## config.mk

```make
export PLATFORM = sky130hd
export DESIGN_NAME = cfm_clock_failure_monitor
export DESIGN_NICKNAME = d
export VERILOG_FILES = /design/src/rtl/cfm_pkg.sv /design/src/rtl/cfm_clock_failure_monitor.sv /design/src/rtl/cfm_edge_sync.sv /design/src/rtl/cfm_watch.sv
export VERILOG_INCLUDE_DIRS = /design/src /design/src/rtl
export SDC_FILE = /design/constraint.sdc
export NUM_CORES = 1
export LEC_CHECK = 0
export ABC_AREA = 1
export BUFFER_PORTS_ARGS = -buffer_cell sky130_fd_sc_hd__buf_2
export CAP_MARGIN = 20
export CORE_ASPECT_RATIO = 0.6
export CORE_MARGIN = 1.5
export CORE_UTILIZATION = 50
export CTS_BUF_LIST = sky130_fd_sc_hd__clkbuf_2
export CTS_CLUSTER_SIZE = 20
export DETAILED_ROUTE_END_ITERATION = 8
export GPL_ROUTABILITY_DRIVEN = 0
export GPL_TIMING_DRIVEN = 0
export PLACE_DENSITY = 0.75
export SLEW_MARGIN = 0
export SYNTH_ARGS = -nofsm -noshare
export SYNTH_HDL_FRONTEND = slang
export SYNTH_HIERARCHICAL = 1
export SYNTH_SLANG_ARGS = --single-unit
export TNS_END_PERCENT = 20
```

## constraint.sdc

```tcl
create_clock -name clk_in -period 3.1 [get_ports clk_in]
set_input_delay 0.62 -clock clk_in [delete_from_list [all_inputs] [get_ports clk_in]]
set_output_delay 0.62 -clock clk_in [all_outputs]
set_load 0.005 [all_outputs]
```

## src/rtl/cfm_map.svh

```systemverilog
`ifndef CFM_MAP_SVH
`define CFM_MAP_SVH

// ----------------------------------------------------------------
// Clock source encodings (index into the oscillator input vector)
// ----------------------------------------------------------------
`define CFM_SRC_W 2
`define CFM_SRC_IPO 2'h0
`define CFM_SRC_XTAL 2'h1
`define CFM_SRC_WDT 2'h2
`define CFM_SRC_EXT 2'h3
`define CFM_NUM_SRC 4

// ----------------------------------------------------------------
// Reset values
// ----------------------------------------------------------------
`define CFM_RST_SEL `CFM_SRC_IPO
`define CFM_RST_IPO_EN 1'b1

// ----------------------------------------------------------------
// Timing
// ----------------------------------------------------------------
`define CFM_CLK_PERIOD_PS 5000
// Slowest primary clock still taken as alive: 1 kHz, i.e. 1 ms
`define CFM_PRI_FAIL_PERIOD_PS 1000000000
`define CFM_PRI_FAIL_CYCLES (`CFM_PRI_FAIL_PERIOD_PS / `CFM_CLK_PERIOD_PS)
`define CFM_WDT_FAIL_EDGES 8004

`endif

```

## src/rtl/cfm_pkg.sv

```systemverilog
`include "cfm_map.svh"

package cfm_pkg;

  // ----------------------------------------------------------------
  // Software control bits
  // ----------------------------------------------------------------
  typedef struct packed {
    logic [`CFM_SRC_W-1:0] clock_source_select;
    logic select_write;
    logic primary_fail_detect_en;
    logic wdt_osc_fail_detect_en;
    logic wdt_osc_en;
    logic internal_precision_osc_en;
  } cfm_oscillator_control_t;

  typedef struct packed {
    logic primary_taken;
    logic wdt_taken;
  } cfm_ack_t;

  typedef struct packed {
    logic [`CFM_SRC_W-1:0] sys_clk_select;
    logic internal_precision_osc_en;
    logic fallback_active;
    logic primary_fail_pending;
    logic wdt_fail_pending;
    logic wdt_failed;
    logic nmi;
  } cfm_status_t;

  typedef enum logic {CFM_RUN, CFM_FALLBACK} cfm_mode_t;

  typedef struct packed {
    cfm_mode_t mode;
    logic [`CFM_SRC_W-1:0] req_sel;
    logic sel_chg;
    cfm_status_t stat;
  } cfm_state_t;

  typedef struct packed {
    logic s1;
    logic s2;
    logic s3;
    logic lvl;
    logic rise;
  } cfm_sync_state_t;

endpackage : cfm_pkg

```

## src/rtl/cfm_clock_failure_monitor.sv

```systemverilog
// Notes on behaviour
// - Detectors may be re-enabled any time after the source select write completes.
// - Internal precision oscillator runs after reset; only software turns it off.
// - Primary failure raises an event and routes the watchdog oscillator to system clock.
// - Fallback happens only while the watchdog oscillator is enabled.
// - No fallback when the watchdog oscillator is itself the selected source.
// - Primary failure flagged when system clock drops below about 1 kHz.
// - Watchdog oscillator failure raises an event, clock source unchanged.
// - After a watchdog oscillator failure, primary failures are no longer detected.
// - Watchdog oscillator failure after 8004 system clocks without its edge.
// - After fallback the CPU keeps running from the slow clock.
`timescale 1ns/1ps
`include "cfm_map.svh"

module cfm_clock_failure_monitor
  import cfm_pkg::*;
#(
  parameter int PRI_FAIL_CYCLES = `CFM_PRI_FAIL_CYCLES,
  parameter int WDT_FAIL_EDGES = `CFM_WDT_FAIL_EDGES
)
(
  input wire logic clk_in,
  input wire logic reset_n_in,
  input wire logic ce_in,
  input wire logic [`CFM_NUM_SRC-1:0] osc_in,
  input wire cfm_oscillator_control_t ctrl_in,
  input wire cfm_ack_t ack_in,
  output cfm_status_t status_out
);

  // ----------------------------------------------------------------
  // Oscillator edge capture
  // ----------------------------------------------------------------
  logic [`CFM_NUM_SRC-1:0] osc_rise;

  for (genvar i = 0; i < `CFM_NUM_SRC; i++)
  begin : g_sync
    cfm_edge_sync u_sync (
      .clk_in(clk_in),
      .reset_n_in(reset_n_in),
      .ce_in(ce_in),
      .async_in(osc_in[i]),
      .rise_out(osc_rise[i])
    );
  end

  cfm_state_t st_q;
  cfm_state_t st_d;

  logic sys_edge;
  logic wdt_edge;
  logic pri_run;
  logic wdt_run;
  logic pri_expired;
  logic wdt_expired;
  logic sel_is_wdt;

  assign sys_edge = osc_rise[st_q.stat.sys_clk_select];
  assign wdt_edge = osc_rise[`CFM_SRC_WDT];
  assign sel_is_wdt = (st_q.stat.sys_clk_select == `CFM_SRC_WDT);

  // ----------------------------------------------------------------
  // Detector enables
  // ----------------------------------------------------------------
  // Primary watch is parked once the watchdog oscillator has died, and
  // while fallback already holds the clock.
  assign pri_run = ctrl_in.primary_fail_detect_en
                   & ~st_q.stat.wdt_failed
                   & (st_q.mode == CFM_RUN);

  // Watchdog watch cannot work off its own clock or a stopped oscillator.
  assign wdt_run = ctrl_in.wdt_osc_fail_detect_en
                   & ctrl_in.wdt_osc_en
                   & ~sel_is_wdt
                   & ~st_q.stat.wdt_failed;

  // ----------------------------------------------------------------
  // Primary clock watch: real-time window with no source edge
  // ----------------------------------------------------------------
  // Restart on a select write so the old source's gap is not charged
  // to the new one.
  cfm_watch #(
    .LIMIT(PRI_FAIL_CYCLES)
  ) u_pri_watch (
    .clk_in(clk_in),
    .reset_n_in(reset_n_in),
    .ce_in(ce_in),
    .run_in(pri_run),
    .tick_in(1'b1),
    .restart_in(sys_edge | st_q.sel_chg),
    .expired_out(pri_expired)
  );

  // ----------------------------------------------------------------
  // Watchdog oscillator watch: system clock edges with no wdt edge
  // ----------------------------------------------------------------
  // A very slow system clock makes this watch equally slow.
  cfm_watch #(
    .LIMIT(WDT_FAIL_EDGES)
  ) u_wdt_watch (
    .clk_in(clk_in),
    .reset_n_in(reset_n_in),
    .ce_in(ce_in),
    .run_in(wdt_run),
    .tick_in(sys_edge),
    .restart_in(wdt_edge | st_q.sel_chg),
    .expired_out(wdt_expired)
  );

  // ----------------------------------------------------------------
  // Next state
  // ----------------------------------------------------------------
  logic pri_set;
  logic wdt_set;
  logic do_fallback;

  always_comb
  begin
    st_d = st_q;
    st_d.sel_chg = 1'b0;

    pri_set = pri_expired & pri_run;
    wdt_set = wdt_expired & wdt_run;

    // Only from normal running, with a live and distinct fallback source
    do_fallback = pri_set
                  & (st_q.mode == CFM_RUN)
                  & ctrl_in.wdt_osc_en
                  & (st_q.req_sel != `CFM_SRC_WDT);

    // Oscillator enable follows software only, never the selection
    st_d.stat.internal_precision_osc_en = ctrl_in.internal_precision_osc_en;

    // A select write ends any fallback and takes the new source
    if (ctrl_in.select_write)
    begin
      st_d.req_sel = ctrl_in.clock_source_select;
      st_d.mode = CFM_RUN;
      st_d.sel_chg = 1'b1;
    end
    else if (do_fallback)
      st_d.mode = CFM_FALLBACK;

    unique case (st_d.mode)
      CFM_RUN: st_d.stat.sys_clk_select = st_d.req_sel;
      CFM_FALLBACK: st_d.stat.sys_clk_select = `CFM_SRC_WDT;
    endcase
    st_d.stat.fallback_active = (st_d.mode == CFM_FALLBACK);

    // Pending flags: a new failure beats the acknowledge in the same cycle
    st_d.stat.primary_fail_pending = pri_set
                                     | (st_q.stat.primary_fail_pending
                                        & ~ack_in.primary_taken);
    st_d.stat.wdt_fail_pending = wdt_set
                                 | (st_q.stat.wdt_fail_pending
                                    & ~ack_in.wdt_taken);

    // Dead watchdog oscillator is remembered until reset
    st_d.stat.wdt_failed = st_q.stat.wdt_failed | wdt_set;

    st_d.stat.nmi = st_d.stat.primary_fail_pending
                    | st_d.stat.wdt_fail_pending;
  end

  // ----------------------------------------------------------------
  // State register
  // ----------------------------------------------------------------
  always_ff @(posedge clk_in)
  begin
    if (!reset_n_in)
    begin
      st_q <= '0;
      st_q.mode <= CFM_RUN;
      st_q.req_sel <= `CFM_RST_SEL;
      st_q.stat.sys_clk_select <= `CFM_RST_SEL;
      st_q.stat.internal_precision_osc_en <= `CFM_RST_IPO_EN;
    end
    else if (ce_in)
      st_q <= st_d;
  end

  assign status_out = st_q.stat;

endmodule : cfm_clock_failure_monitor

```

## src/rtl/cfm_edge_sync.sv

```systemverilog
`timescale 1ns/1ps

module cfm_edge_sync
  import cfm_pkg::*;
(
  input wire logic clk_in,
  input wire logic reset_n_in,
  input wire logic ce_in,
  input wire logic async_in,
  output logic rise_out
);

  cfm_sync_state_t st_q;
  cfm_sync_state_t st_d;

  // ----------------------------------------------------------------
  // Three-stage capture, level accepted when stages two and three agree
  // ----------------------------------------------------------------
  always_comb
  begin
    st_d = st_q;
    st_d.s1 = async_in;
    st_d.s2 = st_q.s1;
    st_d.s3 = st_q.s2;
    st_d.rise = 1'b0;
    if (st_q.s2 == st_q.s3)
    begin
      st_d.lvl = st_q.s3;
      st_d.rise = st_q.s3 & ~st_q.lvl;
    end
  end

  always_ff @(posedge clk_in)
  begin
    if (!reset_n_in)
      st_q <= '0;
    else if (ce_in)
      st_q <= st_d;
  end

  assign rise_out = st_q.rise;

endmodule : cfm_edge_sync

```

## src/rtl/cfm_watch.sv

```systemverilog
`timescale 1ns/1ps
`include "cfm_map.svh"

module cfm_watch
  import cfm_pkg::*;
#(
  parameter int LIMIT = `CFM_WDT_FAIL_EDGES
)
(
  input wire logic clk_in,
  input wire logic reset_n_in,
  input wire logic ce_in,
  input wire logic run_in,
  input wire logic tick_in,
  input wire logic restart_in,
  output logic expired_out
);

  localparam int CW = $clog2(LIMIT + 1);
  localparam logic [CW-1:0] LAST = CW'(LIMIT - 1);

  typedef struct packed {
    logic [CW-1:0] cnt;
    logic expired;
  } cfm_watch_state_t;

  cfm_watch_state_t st_q;
  cfm_watch_state_t st_d;

  // ----------------------------------------------------------------
  // Count ticks since the last sign of life
  // ----------------------------------------------------------------
  always_comb
  begin
    st_d = st_q;
    st_d.expired = 1'b0;
    if (!run_in || restart_in)
      st_d.cnt = '0;
    else if (tick_in)
    begin
      if (st_q.cnt == LAST)
      begin
        st_d.cnt = '0;
        st_d.expired = 1'b1;
      end
      else
        st_d.cnt = st_q.cnt + CW'(1);
    end
  end

  always_ff @(posedge clk_in)
  begin
    if (!reset_n_in)
      st_q <= '0;
    else if (ce_in)
      st_q <= st_d;
  end

  assign expired_out = st_q.expired;

endmodule : cfm_watch

```

After elaboration in Yosys (flattened, before gate mapping)
Index checks and enable logic that the tools add are counted.
W data, S select, Z words.
Word-level totals
  bits in writable memories: 0
  flip-flop bits (word level): 64
  bits in read-only memories: 0
  word-level logic and storage cells: 105
  memories: 0
  output and inout port bits: 8
  input bits: 16
  bits in latches: 0
Cells by class
  magnitude comparators: 1
  muxes and demuxes: 19
  equality and inequality tests: 8
  $mul: 0
  $add $sub $neg: 2
  shift operators: 0
  reduce and logical (&&, ||, !) cells: 10
  divide/modulo/power cells: 0
  bitwise operators: 32
Operators by type and width (count)
  $mux W18: 2
  $mux W13: 2
  $add A18 B1 Y18 const B: 1
  $eq A18 B18 Y1 const B: 1
  $and A1 B1 Y1: 16
  $mux W14: 1
  $add A13 B1 Y13 const B: 1
  $eq A13 B13 Y1 const B: 1
  $mux W1: 11
  $not A1 Y1: 10
  $reduce_and A2 Y1: 5
  $or A1 B1 Y1: 6
  $eq A1 B1 Y1: 4
  $pmux W2 S2: 1
  $lt A2 B3 Y1 const B: 1
  $mux W3: 1
  $bmux W1 S2: 1
  $eq A2 B2 Y1 const B: 1
  $logic_not A1 Y1: 2
  $logic_or A1 B1 Y1: 2
  $ne A2 B2 Y1 const B: 1
  $reduce_bool A2 Y1: 1

Logic depth before layout (Yosys ltp)
  word-level depth: 11
  mapped depth: 14
  gate-level depth less buffers: 14

Hierarchy
The synthesis kept the hierarchy.
By module, submodules not included
  cfm_watch at u_pri_watch: area an instance 1281.2 sq um, cells each 197, sequential area each 380.4 sq um, times used 1
  cfm_watch at u_wdt_watch: area an instance 909.6 sq um, cells each 132, sequential area each 280.3 sq um, times used 1
  cfm_edge_sync: area an instance 190.2 sq um, cells each 26, sequential area each 100.1 sq um, times used 4
  cfm_clock_failure_monitor: area an instance 594.3 sq um, cells each 88, sequential area each 220.2 sq um, times used 1

Worst setup path after synthesis
No wires, ideal clock.
  kind: input-to-reg
  from: input ctrl_in[3] in the netlist's numbering
  to: register u_pri_watch/st_q[16] in the netlist's numbering
  path slack: 1.542 ns
  setup time: 0.064 ns
  arrival time: 1.495 ns
  stages on the path: 10
  buffers on the path: 0
  data required time: 3.036 ns
  cells stage by stage: nand2_1 -> nor2_1 -> inv_1 -> nor2_2 -> nand2_1 -> nor2_1 -> nand2_1 -> nor2_1 -> nor2_1 -> nor2_1
On the way
  longest elaborated chain between the ends: 5
RTL lines
  start: declaration: line cfm_clock_failure_monitor.sv:26  | input wire cfm_oscillator_control_t ctrl_in,
  $and A1 B1 Y1: line cfm_clock_failure_monitor.sv:68  | & ~st_q.stat.wdt_failed
  $and A1 B1 Y1: line cfm_clock_failure_monitor.sv:69  | & (st_q.mode == CFM_RUN);
  named net pri_run: line cfm_clock_failure_monitor.sv:52  | logic pri_run;
  $logic_not A1 Y1: line cfm_watch.sv:37  | if (!run_in || restart_in)
  $logic_or A1 B1 Y1: line cfm_watch.sv:37
  $mux W18: line cfm_watch.sv:37
  end signal: assignment: line cfm_watch.sv:56  | st_q <= st_d;
  end: declaration: line cfm_watch.sv:27  | cfm_watch_state_t st_q;
The timed path passes the listed nets, and every way through them passes these cells.
A chain may end at the register's enable or synchronous reset.

Worst setup path in the final report
  from: register st_q (netlist bit status_out[6])
  to: register u_pri_watch/st_q[16] in the netlist's numbering
On the way
  longest elaborated chain between the ends: 5
RTL lines
  start: declaration: line cfm_clock_failure_monitor.sv:47  | cfm_state_t st_q;
  start signal: assignment: line cfm_clock_failure_monitor.sv:179  | st_q <= st_d;
  $bmux W1 S2: line cfm_clock_failure_monitor.sv:58  | assign sys_edge = osc_rise[st_q.stat.sys_clk_select];
  $mux W1 (not written as such): line cfm_clock_failure_monitor.sv:58
  $or A1 B1 Y1: line cfm_clock_failure_monitor.sv:90  | .restart_in(sys_edge | st_q.sel_chg),
  $logic_or A1 B1 Y1: line cfm_watch.sv:37
  $mux W18: line cfm_watch.sv:37
No other way between the ends. The select of a mux whose other input is x is not followed.

==> impl_metrics.csv <==
group,metric,value,unit
place,place_inst,632,
cells_and_area,drive_above_1_share,21.4,%
sta,worst_pin_slew,0.780,ns
yosys,ys_seq_area_share,36.1,%
cells_and_area,layout.nets,574,
worst_setup_path,cp-start-kind,"flip-flop",
cts,cts.clk_slew.worst_paths,0.20,ns
yosys,synth-edff-count,0,
sta,rsz0062_at_grt,"no",
die,row_count,23,
place,io_buffers,23,
worst_setup_path,crit_path_end_kind,"flip-flop",
drt,route.detailed.drc,0,
cts,cts_setup_buffers,0,
cells_and_area,n_fill_cell,650,
drt,route.met3.wl,368,µm
place,hpwlAfterDp,5880,µm
drt,wl_met2,3310,µm
die,die_h,68.2,µm
job,drv_cap,0,
grt,grt_pass1_wl,13300,µm
yosys,yosys.area.top_type,"dfxtp_1",
yosys,syn_inst,521,
die,pin_count,24,
drt,routedLengthMet1,4060,µm
yosys,async_reset_ff_share,0,%
worst_setup_path,required,3.57,ns
run_status,status,"finished clean",
cells_and_area,regArea,1280,µm²
sta,slew_viol_final,0,
worst_setup_path,r2r_slack,1.00,ns
yosys,ys.flop_type,"dfxtp_1",
drt,top_layer_used,"met4",
drt,vias,3246,
worst_setup_path,r2r_cells,12,
die,start_util,52.4,%
cells_and_area,area_growth,9.53,%
worst_setup_path,cpPeakStageDelay,0.50,ns
cts,cts_tree,"yes",
cts,cts_root_buf,"clkbuf_2",
cts,clkLatencyLatePin,0.53,ns
cts,cts_buffers,9,
drt,first_iter_violations,200,
min_path,min_path_cells,3,
min_path,holdCritStartpoint,"ctrl_in[0]",
drt,drtAntennaViolNets,0,
cells_and_area,final_cells,648,
cts,cts.path.max_buffers,2,
sta,hold_viol_final,0,
cells_and_area,num_antenna_cells,0,
grt,grt-ovfl-total,0,
yosys,ys_types,37,
min_path,min_to,"status_out[5]",
sta,fin_setup_tns,0,ns
cts,cts_max_level,3,
grt,grt_use_total,22.3,%
yosys,synth_area_per_cell,6.81,µm²
drt,dr.pass1.iters,5,
sta,setup_viol_count_final,0,
sta,period_share,67.6,%
power,p_total,1.50,mW
grt,grt_max_degree,39,
yosys,synth_top_area_share,36.1,%
sta,skew,0.0346,ns
die,dieWidth,112,µm
worst_setup_path,path_class,"flip-flop to flip-flop",
drt,viasPerCell,5.01,
worst_setup_path,cpMaxStageDelayCell,"dfxtp_1",
cells_and_area,multiInputGateArea,1880,µm²
sta,fmax,0.477,GHz
worst_setup_path,cp.arrival,2.57,ns
worst_setup_path,r2r-end,"u_pri_watch/st_q[16]",
drt,routed_wl,7820,µm
yosys,netlist_area,3550,µm²
grt,grt_pass1_vias,2884,
cts,post_cts_resized,0,
worst_setup_path,critPathLaunch,"status_out[6]",
yosys,ys_top_cells_by_area,"dfxtp_1, nand2_1, nor2_1",
worst_setup_path,crit_fanout,6,
die,dieArea,7620,µm²
power,ir_drop,0.241,mV
yosys,ys_warn_count,6,
worst_setup_path,crit_top_cell,"nor2_1",
drt,wl_per_cell,12.1,µm
sta,fin_crit,2.10,ns
worst_setup_path,path_cells,"inv_2 -> nor2_1 -> nor2_1 -> o21ai_0 -> nand3_1 -> nor2_2 -> nand2_1 -> nor2_1 -> nand2_1 -> nor2_1 -> nor2_1 -> nor2_1",
cts,ctsHoldBuffers,0,
sta,timing.slew.headroom,48.0,%
yosys,ys_ff_latch,64,
grt,antenna_found_initial,0,
cts,clock_sinks,64,
power,power_density,386,nW/µm²
power,p_leak,1.67,nW
worst_setup_path,rr_startpoint,"status_out[6]",
die,core_area,6760,µm²
min_path,hold_class,"primary input to flip-flop",
[cell usage in the layout (no fill, tap or decap), types with 2 or more instances in the layout]
| cell type | synthesis | final |
|---|---|---|
| o21ai_0 | 19 | 19 |
| xor2_1 | 3 | 3 |
| o21ai_1 | 11 | 11 |
| buf_2 | 2 | 25 |
| nand4_1 | 9 | 9 |
| conb_1 | 1 | 2 |
| nor2_2 | 16 | 16 |
| o211ai_1 | 2 | 2 |
| a21oi_2 | 3 | 3 |
| clkinv_2 | 0 | 2 |
| ha_1 | 2 | 2 |
| dfxtp_1 | 64 | 64 |
| nand3_2 | 2 | 2 |
| inv_2 | 18 | 18 |
| clkinv_1 | 2 | 3 |
| nor3_2 | 2 | 2 |
| nand3_1 | 35 | 35 |
| clkbuf_2 | 0 | 10 |
| nor2_1 | 70 | 70 |
| buf_4 | 8 | 8 |
| nand2_1 | 118 | 118 |
| nor3_1 | 6 | 6 |
| a21oi_1 | 29 | 29 |
| nand2_2 | 10 | 10 |
| nand3_4 | 2 | 2 |
| nand2_4 | 6 | 6 |
| nor2_4 | 8 | 8 |
| nand3b_1 | 3 | 3 |
| inv_1 | 60 | 60 |
[metal layers]
metal  up-vias  track usage (%)
li1       1702                -
met1      1476             30.4
met2        61             34.6
met3         7             6.64
met4         0             6.17
met5         -                0
[synth_stat cells (3+ instances only)]
library cell and n:
nand2_1 118, nor2_1 70, dfxtp_1 64, inv_1 60
nand3_1 35, a21oi_1 29, o21ai_0 19, inv_2 18
nor2_2 16, o21ai_1 11, nand2_2 10, nand4_1 9
buf_4 8, nor2_4 8, nand2_4 6, nor3_1 6
a21oi_2 3, nand3b_1 3, xor2_1 3
[registers in the layout (all words and copies together) (netlist names)]
register,count
u_pri_watch/expired_out,1
u_wdt_watch/st_q,13
u_wdt_watch/expired_out,1
u_pri_watch/st_q,18
st_q,3
g_sync.u_sync/st_q,8
g_sync.u_sync/st_d,8
g_sync.u_sync/rise_out,4
status_out,8
[where the power goes]
part           leakage (nW)  total (mW)  switching (mW)  internal, mW
Clock                0.0693       0.498           0.312         0.185
Combinational          1.08       0.147          0.0991        0.0480
Sequential            0.519       0.854          0.0135         0.841
[per-stage QoR]
stage               utilization, %  hold WS (ns)  setup slack [ns]  cell area, µm²
floorplan                        -         0.430              1.54            3550
global placement              55.8         0.446             0.931            3770
detailed placement            55.8         0.457             0.896            3770
CTS                           57.4         0.267              1.07            3880
global route                  57.4         0.252             0.813            3880
finish                        57.4         0.287              1.00            3880
[cells by family after synthesis]
| logic type | count (synthesis) | synth area share (%) |
|---|---|---|
| AND/OR/NAND/NOR | 291 | 40.9 |
| buffers and inverters | 91 | 10.8 |
| AO/OA/AOI/OAI | 68 | 10.4 |
| flip-flops | 64 | 36.1 |
| XOR/XNOR | 4 | 0.988 |
| adder cells (fa/ha/maj) | 2 | 0.706 |
| other | 1 | 0.106 |
[layout make-up]
| cell class | instances | share of cell area (%) |
|---|---|---|
| Buffer | 11 | 2.16 |
| Clock inverter | 6 | 1.55 |
| Sequential cell | 64 | 33.0 |
| Timing Repair Buffer | 23 | 2.96 |
| Inverter | 80 | 7.73 |
| Multi-Input combinational cell | 367 | 48.5 |
| Clock buffer | 10 | 1.29 |
| Tap cell | 87 | 2.80 |
[how the worst max path moves through the flow]
| stage | slack [ns] | depth (start not counted) | end |
|---|---|---|---|
| after floorplan | 1.54 | 10 | u_pri_watch/st_q[16] |
| after global placement | 0.93 | 7 | u_pri_watch/st_q[10] |
| after detailed placement | 0.90 | 7 | u_pri_watch/st_q[13] |
| after CTS | 1.07 | 12 | u_pri_watch/st_q[16] |
| after global routing | 0.81 | 12 | u_pri_watch/st_q[16] |
| final | 1.00 | 12 | u_pri_watch/st_q[16] |
[worst max-delay path: cells and delay by family, from the launching register on]
kind | cells | cell delay [ns]
flip-flops | 1 | 0.50
buffers and inverters | 1 | 0.09
AND/OR/NAND/NOR | 10 | 1.34
AO/OA/AOI/OAI | 1 | 0.10
Power figures use the tool's default switching activity.
